File: src/design/cell_consts.svh
// register offsets, field positions, codes and reset values of the logic cell
`ifndef CELL_CONSTS_SVH
`define CELL_CONSTS_SVH

// =====================================================================
// register byte offsets
`define OFF_CFG        8'h00
`define OFF_AUX        8'h04
`define OFF_TABLE      8'h08
`define OFF_STATUS     8'h0c

// =====================================================================
// configuration register fields (per-element fields: base + element, two-bit ones base + 2*element)
`define CFG_EDGE_NEG   0
`define CFG_CE_TIED    2
`define CFG_SR_SET     4
`define CFG_SR_DIS     6
`define CFG_DSEL       8
`define CFG_BYP        12
`define CFG_BSEL       14
`define CFG_MAP_CE     18
`define CFG_MAP_SR     20
`define CFG_MAP_DIN    22
`define CFG_MAP_H1     24
`define CFG_MODE       26
`define CFG_F_RAM      28
`define CFG_G_RAM      29
`define CFG_LEVEL      30
`define CFG_WCLK_NEG   31

// =====================================================================
// auxiliary register fields
`define AUX_HTAB       0
`define AUX_H0_F       8
`define AUX_H2_G       9
`define AUX_GI_INV     10
`define AUX_GI_NODE    11
`define AUX_MASK       32'h0000_0fff

// =====================================================================
// table register fields
`define TAB_F          0
`define TAB_G          16

// =====================================================================
// status register fields
`define ST_Q           0
`define ST_OUT         2
`define ST_SPO         4
`define ST_DPO         5
`define ST_H           6

// =====================================================================
// codes
`define MODE_LOGIC     2'h0
`define MODE_TWO16     2'h1
`define MODE_ONE32     2'h2
`define MODE_DUAL      2'h3
`define DSEL_F         2'h0
`define DSEL_G         2'h1
`define DSEL_H         2'h2
`define DSEL_DIRECT    2'h3

// =====================================================================
// reset values and the value read from unmapped offsets
`define CFG_RST        32'h0000_0000
`define AUX_RST        32'h0000_0000
`define TAB_RST        16'h0000
`define RD_UNMAPPED    32'h0000_0000

`endif

File: src/design/cell_pkg.sv
// types shared by the logic cell design
package cell_pkg;
`include "cell_consts.svh"

  typedef enum logic [1:0] {
    LOGIC_ONLY = `MODE_LOGIC,
    TWO_BY_16  = `MODE_TWO16,
    ONE_BY_32  = `MODE_ONE32,
    DUAL_PORT  = `MODE_DUAL
  } ram_mode_e;

  typedef struct packed {
    logic        wait_req;
    logic [31:0] rdata;
    logic [31:0] cfg;
    logic [31:0] aux;
    logic [15:0] ftab;
    logic [15:0] gtab;
    logic        k_prev;
    logic [1:0]  q;
    logic [1:0]  out;
    logic        primary_port_out;
    logic        secondary_port_out;
    logic        init_pend;
    logic        pend;
    logic        pend_we;
    logic [3:0]  pend_fa;
    logic [3:0]  pend_ga;
    logic        pend_d0;
    logic        pend_d1;
  } state_s;

endpackage

File: src/design/logic_cell.sv
// logic cell: two storage elements, control mapping and table ram
//
// Added by the designer: the register offsets and the Avalon-MM register port.
`timescale 1ns/10ps
`include "cell_consts.svh"

module logic_cell
  import cell_pkg::*;
#(
  parameter int ADDR_W = 8
) (
  input  wire logic              ref_clk_i,
  input  wire logic              rstn_i,
  input  wire logic              cell_clk_i,
  input  wire logic [3:0]        cell_control_i,
  input  wire logic [3:0]        first_table_inputs_i,
  input  wire logic [3:0]        second_table_inputs_i,
  input  wire logic              global_init_pin_i,
  input  wire logic              global_init_node_i,
  input  wire logic [ADDR_W-1:0] avs_address_i,
  input  wire logic              avs_read_i,
  input  wire logic              avs_write_i,
  input  wire logic [31:0]       avs_writedata_i,
  input  wire logic [3:0]        avs_byteenable_i,
  output logic [31:0]            avs_readdata_o,
  output logic                   avs_waitrequest_o,
  output logic                   registered_out_first_o,
  output logic                   registered_out_second_o,
  output logic                   primary_port_out_o,
  output logic                   secondary_port_out_o
);

  // =====================================================================
  // elaboration checks
  if (ADDR_W < 4 || ADDR_W > 8) begin : g_bad_addr_w
    $error("ADDR_W must lie between 4 and 8");
  end

  // =====================================================================
  // functions
  function automatic logic lut16(input logic [15:0] tab, input logic [3:0] a);
    return tab[a];
  endfunction

  function automatic logic [31:0] wmask(input logic [31:0] old,
                                        input logic [31:0] wd,
                                        input logic [3:0]  be);
    logic [31:0] r;
    r = old;
    for (int b = 0; b < 4; b++) begin
      if (be[b]) begin
        r[8*b +: 8] = wd[8*b +: 8];
      end
    end
    return r;
  endfunction

  // =====================================================================
  // decode of configuration and pins
  state_s      state_q;
  state_s      state_d;
  logic [31:0] cfg;
  logic [31:0] aux;
  ram_mode_e   mode;
  logic        is_ram;
  logic        level_mode;
  logic        ce_line;
  logic        sr_h0;
  logic        din_h2;
  logic        h1_line;
  logic [3:0]  g_addr;
  logic        f_rd;
  logic        g_rd;
  logic        spo_v;
  logic        h0_in;
  logic        h2_in;
  logic        h_v;
  logic        k_rise;
  logic        k_fall;
  logic        wclk_edge;
  logic        gi;
  logic        req;
  logic        acc_wr;
  logic        hit_cfg;
  logic        hit_aux;
  logic        hit_tab;
  logic        hit_st;

  assign cfg     = state_q.cfg;
  assign aux     = state_q.aux;
  assign mode    = ram_mode_e'(cfg[`CFG_MODE +: 2]);
  assign is_ram  = (mode != LOGIC_ONLY);
  // dual port only exists with edge-triggered writes
  assign level_mode = cfg[`CFG_LEVEL] & (mode != DUAL_PORT);

  // ram mode: sr/h0 line is write enable, din/h2 is d0, h1 is d1
  assign ce_line = cell_control_i[cfg[`CFG_MAP_CE  +: 2]];
  assign sr_h0   = cell_control_i[cfg[`CFG_MAP_SR  +: 2]];
  assign din_h2  = cell_control_i[cfg[`CFG_MAP_DIN +: 2]];
  assign h1_line = cell_control_i[cfg[`CFG_MAP_H1  +: 2]];

  // reads are the same in every mode except 32x1, where g shares the first address and h1 picks the table
  assign g_addr = (mode == ONE_BY_32) ? first_table_inputs_i : second_table_inputs_i;
  assign f_rd   = lut16(state_q.ftab, first_table_inputs_i);
  assign g_rd   = lut16(state_q.gtab, g_addr);
  assign spo_v  = (mode == ONE_BY_32 && h1_line) ? g_rd : f_rd;

  assign h0_in = aux[`AUX_H0_F] ? f_rd : sr_h0;
  assign h2_in = aux[`AUX_H2_G] ? g_rd : din_h2;
  assign h_v   = aux[`AUX_HTAB + {h2_in, h1_line, h0_in}];

  // cell clock is sampled; edges seen one reference cycle late
  assign k_rise    = cell_clk_i & ~state_q.k_prev;
  assign k_fall    = ~cell_clk_i & state_q.k_prev;
  assign wclk_edge = cfg[`CFG_WCLK_NEG] ? k_fall : k_rise;

  assign gi = aux[`AUX_GI_NODE] ? global_init_node_i
                                : (global_init_pin_i ^ aux[`AUX_GI_INV]);

  assign req     = avs_read_i | avs_write_i;
  assign acc_wr  = avs_write_i & ~state_q.wait_req;
  assign hit_cfg = (avs_address_i == ADDR_W'(`OFF_CFG));
  assign hit_aux = (avs_address_i == ADDR_W'(`OFF_AUX));
  assign hit_tab = (avs_address_i == ADDR_W'(`OFF_TABLE));
  assign hit_st  = (avs_address_i == ADDR_W'(`OFF_STATUS));

  // =====================================================================
  // next state
  always_comb begin
    logic        do_wr;
    logic [3:0]  w_fa;
    logic [3:0]  w_ga;
    logic        w_d0;
    logic        w_d1;
    logic [31:0] tab_w;
    logic        dv;
    logic        edge_i;
    logic        en_i;
    logic        sr_i;
    do_wr  = 1'b0;
    w_fa   = 4'h0;
    w_ga   = 4'h0;
    w_d0   = 1'b0;
    w_d1   = 1'b0;
    tab_w  = 32'h0000_0000;
    dv     = 1'b0;
    edge_i = 1'b0;
    en_i   = 1'b0;
    sr_i   = 1'b0;
    state_d = state_q;
    state_d.k_prev    = cell_clk_i;
    state_d.init_pend = 1'b0;

    // bus: one wait cycle, then the access completes
    state_d.wait_req = ~(req & state_q.wait_req);
    if (avs_read_i && state_q.wait_req) begin
      if (hit_cfg) begin
        state_d.rdata = cfg;
      end else if (hit_aux) begin
        state_d.rdata = aux;
      end else if (hit_tab) begin
        state_d.rdata = {state_q.gtab, state_q.ftab};
      end else if (hit_st) begin
        state_d.rdata = `RD_UNMAPPED;
        state_d.rdata[`ST_Q +: 2]   = state_q.q;
        state_d.rdata[`ST_OUT +: 2] = state_q.out;
        state_d.rdata[`ST_SPO]      = state_q.primary_port_out;
        state_d.rdata[`ST_DPO]      = state_q.secondary_port_out;
        state_d.rdata[`ST_H]        = h_v;
      end else begin
        state_d.rdata = `RD_UNMAPPED;
      end
    end

    // ram write: level mode writes while enable high, edge mode one
    // cycle after the sampled edge (the internal write pulse)
    if (level_mode) begin
      do_wr = is_ram & sr_h0;
      w_fa  = first_table_inputs_i;
      w_ga  = second_table_inputs_i;
      w_d0  = din_h2;
      w_d1  = h1_line;
    end else begin
      do_wr = state_q.pend & state_q.pend_we;
      w_fa  = state_q.pend_fa;
      w_ga  = state_q.pend_ga;
      w_d0  = state_q.pend_d0;
      w_d1  = state_q.pend_d1;
    end
    state_d.pend    = is_ram & ~level_mode & wclk_edge;
    state_d.pend_we = sr_h0;
    state_d.pend_fa = first_table_inputs_i;
    state_d.pend_ga = second_table_inputs_i;
    state_d.pend_d0 = din_h2;
    state_d.pend_d1 = h1_line;

    if (do_wr) begin
      case (mode)
        TWO_BY_16: begin
          // either table alone may be ram, the other stays logic
          if (cfg[`CFG_F_RAM]) begin
            state_d.ftab[w_fa] = w_d0;
          end
          if (cfg[`CFG_G_RAM]) begin
            state_d.gtab[w_ga] = w_d1;
          end
        end
        ONE_BY_32: begin
          if (w_d1) begin
            state_d.gtab[w_fa] = w_d0;
          end else begin
            state_d.ftab[w_fa] = w_d0;
          end
        end
        DUAL_PORT: begin
          state_d.ftab[w_fa] = w_d0;
          state_d.gtab[w_fa] = w_d0;
        end
        default: begin
        end
      endcase
    end

    // configuration writes; each counts as a reconfiguration
    if (acc_wr) begin
      if (hit_cfg) begin
        state_d.cfg       = wmask(cfg, avs_writedata_i, avs_byteenable_i);
        state_d.init_pend = 1'b1;
      end else if (hit_aux) begin
        state_d.aux       = wmask(aux, avs_writedata_i, avs_byteenable_i) & `AUX_MASK;
        state_d.init_pend = 1'b1;
      end else if (hit_tab) begin
        tab_w = wmask({state_q.gtab, state_q.ftab}, avs_writedata_i, avs_byteenable_i);
        state_d.ftab      = tab_w[`TAB_F +: 16];
        state_d.gtab      = tab_w[`TAB_G +: 16];
        state_d.init_pend = 1'b1;
      end
    end

    // storage elements; global init never touches the tables
    for (int i = 0; i < 2; i++) begin
      case (cfg[`CFG_DSEL + 2*i +: 2])
        `DSEL_F: dv = f_rd;
        `DSEL_G: dv = g_rd;
        `DSEL_H: dv = h_v;
        default: dv = din_h2;
      endcase
      edge_i = cfg[`CFG_EDGE_NEG + i] ? k_fall : k_rise;
      en_i   = cfg[`CFG_CE_TIED + i] | ce_line;
      // in ram mode this line carries write enable, not set/reset
      sr_i   = sr_h0 & ~cfg[`CFG_SR_DIS + i] & ~is_ram;
      if (gi || state_q.init_pend || sr_i) begin
        state_d.q[i] = cfg[`CFG_SR_SET + i];
      end else if (edge_i && en_i) begin
        state_d.q[i] = dv;
      end
      state_d.out[i] = cfg[`CFG_BYP + i] ? cell_control_i[cfg[`CFG_BSEL + 2*i +: 2]]
                                         : state_d.q[i];
    end

    state_d.primary_port_out = spo_v;
    state_d.secondary_port_out = g_rd;
  end

  // =====================================================================
  // state register
  always_ff @(posedge ref_clk_i or negedge rstn_i) begin
    if (!rstn_i) begin
      state_q           <= '0;
      state_q.wait_req  <= 1'b1;
      state_q.cfg       <= `CFG_RST;
      state_q.aux       <= `AUX_RST;
      state_q.ftab      <= `TAB_RST;
      state_q.gtab      <= `TAB_RST;
      state_q.init_pend <= 1'b1;
    end else begin
      state_q <= state_d;
    end
  end

  assign avs_readdata_o          = state_q.rdata;
  assign avs_waitrequest_o       = state_q.wait_req;
  assign registered_out_first_o  = state_q.out[0];
  assign registered_out_second_o = state_q.out[1];
  assign primary_port_out_o      = state_q.primary_port_out;
  assign secondary_port_out_o    = state_q.secondary_port_out;

endmodule

File: config.mk
export PLATFORM = sky130hd
export DESIGN_NAME = logic_cell
export DESIGN_NICKNAME = d
export VERILOG_FILES = /design/src/design/cell_pkg.sv /design/src/design/logic_cell.sv
export VERILOG_INCLUDE_DIRS = /design/src /design/src/design
export SDC_FILE = /design/constraint.sdc
export NUM_CORES = 1
export LEC_CHECK = 0
export ABC_AREA = 1
export BUFFER_PORTS_ARGS = -buffer_cell sky130_fd_sc_hd__buf_4
export CORE_MARGIN = 2
export CORE_UTILIZATION = 55
export CTS_CLUSTER_DIAMETER = 80
export DETAILED_ROUTE_END_ITERATION = 10
export PLACE_DENSITY_LB_ADDON = 0.2
export SYNTH_ARGS = -nofsm -noshare
export SYNTH_HDL_FRONTEND = slang
export SYNTH_SLANG_ARGS = --single-unit
File: constraint.sdc
create_clock -name ref_clk_i -period 2.8 [get_ports ref_clk_i]
set_clock_uncertainty 0.15 [all_clocks]
set_input_delay 0.28 -clock ref_clk_i [delete_from_list [all_inputs] [get_ports ref_clk_i]]
set_output_delay 0.28 -clock ref_clk_i [all_outputs]
set_load 0.1 [all_outputs]
== After elaboration in Yosys (flattened, before gate mapping) ==
Cells that the tools add are included.
Widths: inputs -> output; s select.

* Bits in registers: 129
* Latch bits: 0
* Memory bits (writable): 0
* Bits in read-only memories: 0
* Bits of input ports: 63
* Output and inout port bits: 37
* Word-level logic and storage cells: 165
* Memories: 0

* Add/sub/neg operators: 0
* Multiply operators: 0
* Div/mod/pow operators: 0
* Order comparisons: 13
* Eq/ne operators: 15
* Shift operators: 0
* Mux-type cells: 68
* Bitwise operators: 26
* Reduce and logical (&&, ||, !) cells: 19

{| class="wikitable"
|+ Operator list
! kind !! count
|-
| $mux 32 || 8
|-
| $pmux 32 s3 || 1
|-
| $mux 16 || 4
|-
| $bwmux 16 || 3
|-
| $mux 8 || 4
|-
| $mux 1 || 31
|-
| $lt 4x5->1 const B || 4
|-
| $ne 5x5->1 const B || 4
|-
| $lt 2x3->1 const B || 6
|-
| $eq 8x4->1 const B || 2
|-
| $and 1x1->1 || 13
|-
| $bmux 1 s2 || 6
|-
| $mux 4 || 3
|-
| $reduce_and 3->1 || 4
|-
| $not 1->1 || 9
|-
| $bmux 1 s4 || 2
|-
| $demux 1 s4 || 2
|-
| $eq 2x2->1 const B || 4
|-
| $eq 8x3->1 const B || 1
|-
| $ge 4x1->1 const B || 2
|-
| $logic_not 8->1 || 1
|-
| $reduce_and 4->1 || 2
|-
| $mux 7 || 1
|-
| $eq 2x1->1 const B || 3
|-
| other kinds (10) || 21
|}

== Logic depth before layout (Yosys ltp) ==
Gate-level depths: netlist of run 1.

* Depth in word-level cells: 15
* Mapped depth: 18
* Depth with buffers taken out: 17

== Worst setup path before layout of run 1 ==
OpenSTA, ideal clock, no wires.

* Kind: register to register
* From: register state_q, in the netlist avs_waitrequest_o
* To: register state_q[44] in the netlist's numbering
* Setup time: 0.086 ns
* Arrival: 2.058 ns
* Data required time: 2.564 ns
* Setup slack: 0.507 ns
* Cell stages (with the launch flop): 9
* Buffers on the path: 2
* Period minus slack after synthesis: 2.293 ns
* Cell sequence: dfstp_2 > nor2_1 > inv_1 > nor2_1 > inv_1 > clkbuf_1 > clkbuf_1 > a21oi_1 > o22ai_1

* Word-level cells in the longest chain between the ends: 3
* Elaborated cells on any way between the ends: 4
* Classes of those cells: eq/ne: 1; mux: 1; bitwise: 2

{| class="wikitable"
|+ RTL lines
! element !! line !! text
|-
| from (decl) || logic_cell.sv:60 || <nowiki>state_s state_q;</nowiki>
|-
| from (signal assigned) || logic_cell.sv:277 || <nowiki>state_q <= state_d;</nowiki>
|-
| $not 1->1 * || logic_cell.sv:121 || <nowiki>assign acc_wr = avs_write_i & ~state_q.wait_req;</nowiki>
|-
| $and 1x1->1 * || logic_cell.sv:121 ||
|-
| $ne 5x5->1 (no source line) / $mux 32 (equally long branches) || n/a ||
|}

Mark *: on every way between the ends. The rest lies on a longest branch, timed or not.
A chain may end at the register's enable or synchronous reset.

== Final worst setup path of run 1 ==
* From: register, netlist name cfg[27]
* To: register state_q[25] in the netlist's numbering

* Word-level cells in the longest chain between the ends: 15
* Elaborated cells on any way between the ends: 32
* Classes of those cells: order compare: 4; eq/ne: 4; mux: 19; bitwise: 2; reduce/logical: 3

{| class="wikitable"
|+ RTL lines
! element !! line !! text
|-
| $ne 2x2->1 || logic_cell.sv:94 || <nowiki>assign level_mode = cfg[`CFG_LEVEL] & (mode != DUAL_PORT);</nowiki>
|-
| $and 1x1->1 || logic_cell.sv:94 ||
|-
| $mux 4 || logic_cell.sv:177 || <nowiki>if (level_mode) begin</nowiki>
|-
| $lt 4x5->1 (not written as such), or another cell as far along || logic_cell.sv:210, logic_cell.sv:217 ||
|-
| $logic_and 1x1->1 (on tied branches) || logic_cell.sv:210, logic_cell.sv:217, logic_cell.sv:205 ||
|-
| $mux 1 (on tied branches) || logic_cell.sv:210, logic_cell.sv:217, logic_cell.sv:205 ||
|-
| $demux 1 s4 (on tied branches) || logic_cell.sv:210, logic_cell.sv:217, logic_cell.sv:205 ||
|-
| $bwmux 16 (on tied branches) || logic_cell.sv:210, logic_cell.sv:217, logic_cell.sv:205 ||
|-
| $mux 16 (on tied branches) || logic_cell.sv:209, logic_cell.sv:204 ||
|-
| $pmux 32 s3 || logic_cell.sv:198 || <nowiki>case (mode)</nowiki>
|-
| $mux 32 * || logic_cell.sv:197 || <nowiki>if (do_wr) begin</nowiki>
|-
| $mux 32 || logic_cell.sv:232 || <nowiki>end else if (hit_tab) begin</nowiki>
|-
| $mux 32 || logic_cell.sv:229 || <nowiki>end else if (hit_aux) begin</nowiki>
|-
| $mux 32 || logic_cell.sv:226 || <nowiki>if (hit_cfg) begin</nowiki>
|-
| $mux 32 * || logic_cell.sv:225 || <nowiki>if (acc_wr) begin</nowiki>
|}

Marked as above.

==> summary.md, run 1 <==
| Metric | Value |
|---|---|
| Initial antenna violation count | 0 |
| Worst Hold Class | in2reg |
| Peak VDD IR | 0.426 mV |
| Final wirelength | 29,500 µm |
| Die area | 16,700 µm² |
| CTS Buffer Depth | 2 |
| CP endpoint kind | flip-flop |
| Net count reported at finish | 1,374 |
| Core Footprint | 15,300 µm² |
| Final Cell Area | 10,300 µm² |
| Setup violators final | 0 |
| Antenna Cells | 0 |
| Total power draw | 5660 µW |
| Slowest CP cell | dfrtp_2 |
| Syn_nets | 1,288 |
| Post-Synth XOR/XNOR Area | 0.102% |
| Starting Density | 56.4% |
| I/O Buffers | 99 |
| Max stage delay on crit path | 0.44 ns |
| Post-CTS setup buffer count | 0 |
| R2r worst-path depth | 14 |
| Crit-path cells | nand2_4 > nand2_8 > inv_4 > or2_1 > o21ai_2 > inv_2 > nor2_2 > nand2_1 > o211ai_1 > o21ai_0 > o21ai_1 > o211ai_1 > nand2_1 > o21ai_0 |
| Total CTS buffers | 17 |
| Placement Setup Slack | 0.219 ns |
| Clock Sinks | 129 |
| Tmin final | 2.60 ns |
| Final worst-path cycle share | 92.8% |
| RSZ-0062 raised after global routing | true |
| Critical path's top delay family | compound AO/OA/AOI/OAI gates |
| First-pass GRT wire length | 45,700 µm |
| Grt total ovfl | 0 |
| Worst R2R Start | cfg[27]$_DFFE_PN0P_ |
| Top-level I/O count | 100 |
| Most frequent cells in the layout | nand2_1, o21ai_0, inv_1, dfrtp_1, buf_4 |
| Remaining DRCs | 0 |
| FILL cells | 1,326 |
| Type of origin of the critical path | flip-flop |
| Predominant post-synthesis flop cell | dfrtp_1 |
| Setup WS post-layout | 0.200 ns |
| DRT Pass-1 Iters | 7 |
| Mapped Cells | 1,225 |
| Rows | 45 |
| Share of layout cells above drive strength 1 | 16.6% |
| Async set or reset register ratio after synthesis | 100% |
| Levels on crit path | 14 |
| Crit Path Category | reg2reg |
| Commonest non-fill, non-tap cell in the layout | nand2_1 |
| Fin Setup TNS | 0 ns |
| Setup crit end | state_q[25]$_DFFE_PN0P_ |
| CTS H-Tree Depth | 4 |
| R2r setup slk | 0.20 ns |
| Routed len/inst | 19.3 µm |
| Status | completed |
| Critical path origin | cfg[27]$_DFFE_PN0P_ |
| R2R Path End | state_q[25]$_DFFE_PN0P_ |
| Simple-Gate Fraction of Synth Area | 23.3% |
| Max Clk Rate | 0.385 GHz |
| WP data required | 2.95 ns |
| Pwr dens | 549 nW/µm² |
| Multiplexer area fraction after synthesis | 0.508% |
| Post-synth EDFFs | 0 |
| Netlist cell types | 48 |
| Initial drt markers | 1,317 |
| Post-DP HPWL | 22,300 µm |
| Clock latency at the later pin of the worst-skew pair | 0.42 ns |
| Post-route ant nets | 0 |
| Mapped Area | 8610 µm² |
| Slew Limit Headroom | 56.9% |
| Seq cells post-synth | 129 |
| Slew @ Worst Pin | 0.647 ns |
| Mean Syn Cell Area | 7.03 µm² |
| Seq/Total Area, Yosys | 37.5% |
| Critical Path Fanout Max | 17 |
| CP arrival | 2.75 ns |
| Largest net degree at the start of global routing | 65 |
| CTS Root Cell | clkbuf_16 |
| Vias in the first global route | 8,194 |
| Area post-placement | 9450 µm² |
| Via total after detailed routing | 9,215 |
| Synth Area in Adders | 0% |
| Placer Congestion | 1.00 |
| Hold Path Depth | 3 |
| Via density | 6.01 |
| Syn. warnings | 0 |
| CTS tree | done |
| Total GRT Usage | 36.2% |
| CTS clock-pin slew for the worst setup and hold paths | 0.06 ns |
| Util after Layout | 67.7% |
| Leakage | 0.00475 µW |
| Pins Over Slew Limit | 0 |
| Hold Vio Cnt, Final | 0 |
| Area grow syn2layout | 19.9% |
| Combinational family with the most area after synthesis | compound AO/OA/AOI/OAI gates |
| Synth Area in Compound Gates | 26.5% |
| MaxCap Viol Count | 0 |
| WP buf/inv | 2 |
| Die Ht | 129 µm |
| Die Wd | 129 µm |
-- tightest hold or removal path, stage by stage --
cell     delay, ns
buf_4         0.08
a21oi_1       0.05
o21ai_1       0.12
-- worst min path at each step --
stage,from,end
after floorplan,rstn_i,aux[0]$_DFFE_PN0P_
after global placement,rstn_i,state_q[39]$_DFFE_PN0P_
after detailed placement,rstn_i,state_q[39]$_DFFE_PN0P_
after CTS,avs_writedata_i[29],cfg[29]$_DFFE_PN0P_
after global routing,avs_writedata_i[9],aux[9]$_DFFE_PN0P_
final,avs_writedata_i[5],state_q[41]$_DFFE_PN0P_
-- kinds of logic after synthesis --
logic type / count (synthesis)
AOI/OAI and AO/OA: 402
xor gates and xnor gates: 1
buffers and inverters: 232
DFF: 129
muxes: 4
and+or+nand+nor: 457
-- metrics by stage --
step	hold slack (ns)	instances
floorplan	-0.166	1225
global placement	0.0852	1479
detailed placement	0.0839	1479
CTS	0.00452	1534
global route	0.00613	1534
finish	0.00469	1534
-- cell type report --
| type | instances | area (µm²) | area share, % |
|---|---|---|---|
| Multi-Input combinational cell | 864 | 4370 | 42.4 |
| Sequential cell | 129 | 3230 | 31.3 |
| Inverter | 144 | 547 | 5.30 |
| Clock buffer | 17 | 425 | 4.12 |
| Clock inverter | 14 | 181 | 1.76 |
| Timing Repair Buffer | 155 | 1300 | 12.6 |
| Tap cell | 211 | 264 | 2.56 |
-- sequential cells by signal, summed over array words and instances (netlist names) --
signal,flops
registered_out_first_o,1
secondary_port_out_o,1
avs_readdata_o,32
state_q,48
registered_out_second_o,1
cfg,32
primary_port_out_o,1
avs_waitrequest_o,1
aux,12
-- where the power goes --
group	internal [µW]	switching (µW)
combinational	328	947
clock	1410	915
sequential	1970	90.3
-- metal layers --
layer / track usage (%) / wire (µm) / vias to the layer above
met3: 6.15 / 3020 / 59
met4: 12.5 / 816 / 0
met2: 55.2 / 13100 / 576
met1: 52.3 / 12600 / 4272
met5: 0 / 0 / -
li1: - / - / 4308
-- cell usage after synthesis, drive strengths merged, types with 3 or more instances --
cell / instances / area (µm²)
o311ai: 14 / 123
nand2: 261 / 1050
a31oi: 4 / 25.0
nor2: 84 / 355
o22ai: 24 / 150
dfrtp: 127 / 3180
or2: 12 / 75.1
o211ai: 33 / 248
nor3: 3 / 20.0
clkinv: 3 / 11.3
clkbuf: 38 / 143
buf: 50 / 348
a221oi: 8 / 70.1
mux2: 3 / 33.8
o21ai: 188 / 990
nand3: 89 / 455
nand4: 4 / 25.0
inv: 141 / 532
a21oi: 123 / 616
-- timing repair --
item,4_1_cts,5_1_grt
resized for setup,0,8
hold buffers,24,0
endpoints found under the hold margin,47,0
endpoints found under the setup margin,0,9
No activity file was read; power rests on OpenSTA's default activity.
==> run 2, diff against run 1 <==
RECOVER_POWER = 50   (was not set)
==> run 2 against run 1 <==
  * The run now ends with max-capacitance violations, max-slew violations left
  * Maximum frequency up 0.60%
  * Cell count unchanged
  * Hold slack about the same
  * Clock-buffer cell count stayed put
  * Die area did not move
  * Sequential power barely moved
  * Clock power is essentially flat
  * Critical path type unchanged
  * Critical endpoint unchanged
  * Highest routed layer unchanged
==> summary.md, run 2 (synthesis results as in run 1) <==
| Metric | Value |
|---|---|
| Status | finished with violations |
| Failing checks | max-capacitance violations, max-slew violations |
| Post-DP HPWL | 22,300 µm |
| Net count reported at finish | 1,374 |
| WP data required | 2.95 ns |
| Commonest non-fill, non-tap cell in the layout | nand2_1 |
| DP Cell Count | 1,479 |
| Largest net degree at the start of global routing | 65 |
| Combinational Power Share | 22.3% |
| MaxCap Viol Count | 1 |
| Placement Setup Slack | 0.219 ns |
| Largest register FFs | 48 |
| Worst R2R Start | cfg[27]$_DFFE_PN0P_ |
| Clock Sinks | 129 |
| Grt total ovfl | 0 |
| Most frequent cells in the layout | nand2_1, o21ai_0, inv_1, dfrtp_1, a21oi_1 |
| Max Clk Rate | 0.387 GHz |
| Critical Path Fanout Max | 17 |
| RSZ-0062 raised after global routing | true |
| Die area | 16,700 µm² |
| Hold Vio Cnt, Final | 0 |
| Type of origin of the critical path | flip-flop |
| Setup violators final | 0 |
| Critical path origin | cfg[27]$_DFFE_PN0P_ |
| Final worst-path cycle share | 92.3% |
| CTS Root Cell | clkbuf_16 |
| Slew Limit Headroom | -15.0% |
| Top-level I/O count | 100 |
| CTS tree | done |
| Die Ht | 129 µm |
| Clock latency at the later pin of the worst-skew pair | 0.42 ns |
| DRT Pass-1 Iters | 7 |
| Area grow syn2layout | 19.1% |
| NetSw | 1950 µW |
| Remaining DRCs | 0 |
| Peak VDD IR | 0.425 mV |
| Initial antenna violation count | 0 |
| Worst Hold Class | in2reg |
| Register bank with the most flops | state_q |
| Post-CTS setup buffer count | 0 |
| Core Footprint | 15,300 µm² |
| Switching part of the total | 34.5% |
| First-pass GRT wire length | 45,700 µm |
| Internal | 3700 µW |
| I/O Buffers | 99 |
| Slew @ Worst Pin | 1.73 ns |
| CP endpoint kind | flip-flop |
| Vias in the first global route | 8,194 |
| Die Wd | 129 µm |
| CTS Buffer Depth | 2 |
| Tmin final | 2.58 ns |
| FILL cells | 1,340 |
| Share of layout cells above drive strength 1 | 15.7% |
| Routed len/inst | 19.2 µm |
| Crit Path Category | reg2reg |
| Post-route ant nets | 0 |
| Rows | 45 |
| Pins Over Slew Limit | 28 |
| Final wirelength | 29,500 µm |
| Sequential power share | 36.5% |
| CTS H-Tree Depth | 4 |
| Via density | 5.98 |
| CP arrival | 2.73 ns |
| Final Instance Count excl. Fillers | 1,534 |
| Leakage | 0.00470 µW |
| Total CTS buffers | 17 |
| HP Start | avs_writedata_i[29] |
| Setup WS post-layout | 0.216 ns |
| Pwr dens | 550 nW/µm² |
| Via total after detailed routing | 9,166 |
| CTS clock-pin slew for the worst setup and hold paths | 0.06 ns |
| Initial drt markers | 1,323 |
| Clock power frac | 41.1% |
| Antenna Cells | 0 |
| Placer Congestion | 1.00 |
| Starting Density | 56.4% |
| Total GRT Usage | 36.2% |
==> run 2: area by class of cell <==
class	instances	area (µm²)	share of cell area, %
Clock inverter	14	181	1.77
Multi-Input combinational cell	864	4370	42.6
Timing Repair Buffer	155	1240	12.0
Tap cell	211	264	2.57
Inverter	144	547	5.33
Clock buffer	17	425	4.15
Sequential cell	129	3230	31.5
==> run 2: worst paths after layout <==
kind	to	slack (ns)	cells past startpoint
max	state_q[25]$_DFFE_PN0P_	0.22	14
min	cfg[29]$_DFFE_PN0P_	0.004	3
max reg2reg	state_q[25]$_DFFE_PN0P_	0.22	14
min reg2reg	avs_readdata_o[8]$_DFFE_PN0P_	0.33	2
max in group asynchronous	cfg[29]$_DFFE_PN0P_	0.40	3
min in group asynchronous	state_q[39]$_DFFE_PN0P_	0.69	2
==> run 2: critical path: stages, from the launching register on <==
cell,delay [ns]
dfrtp_2,0.44
nand2_4,0.09
nand2_8,0.18
inv_4,0.10
or2_1,0.23
o21ai_2,0.11
inv_2,0.07
nor2_2,0.13
nand2_1,0.11
o211ai_1,0.30
o21ai_0,0.16
o21ai_1,0.14
o211ai_1,0.10
nand2_1,0.06
o21ai_0,0.07
==> run 2: power groups by stage <==
stage / Combinational, µW / Sequential (µW) / Clock [µW]
detailed placement: 1230 / 2090 / 0
floorplan: 907 / 2100 / 0
global placement: 1220 / 2090 / 0
CTS: 1260 / 2060 / 2320
global route: 1340 / 2070 / 2400
finish: 1260 / 2060 / 2320
==> run 2: stage by stage <==
| stage | hold slack, ns | cell area (µm²) | power [µW] | TNS (ns) | utilization, % |
|---|---|---|---|---|---|
| 2_1_floorplan | -0.166 | 8610 | 3010 | 0 | - |
| 3_3_place_gp | 0.0852 | 9450 | 3310 | 0 | 61.9 |
| 3_5_place_dp | 0.0839 | 9450 | 3320 | 0 | 61.9 |
| 4_1_cts | 0.00452 | 10300 | 5640 | 0 | 67.5 |
| 5_1_grt | 0.00613 | 10300 | 5810 | -0.000197 | 67.2 |
| 6_report | 0.00435 | 10300 | 5650 | 0 | 67.2 |
==> run 2: layer usage <==
| layer | wire length (µm) | part of all wire (%) | track usage (%) | vias to the layer above |
|---|---|---|---|---|
| met4 | 794 | 2.7 | 12.5 | 0 |
| met5 | 0 | 0 | 0 | - |
| li1 | - | - | - | 4302 |
| met3 | 2830 | 9.6 | 6.15 | 56 |
| met2 | 13200 | 45 | 55.2 | 503 |
| met1 | 12700 | 43 | 52.3 | 4305 |
==> run 2: timing repair <==
item	in CTS	in global routing
endpoints found under the hold margin	47	0
resized for setup	0	8
setup endpoints to repair	0	9
hold buffers	24	0
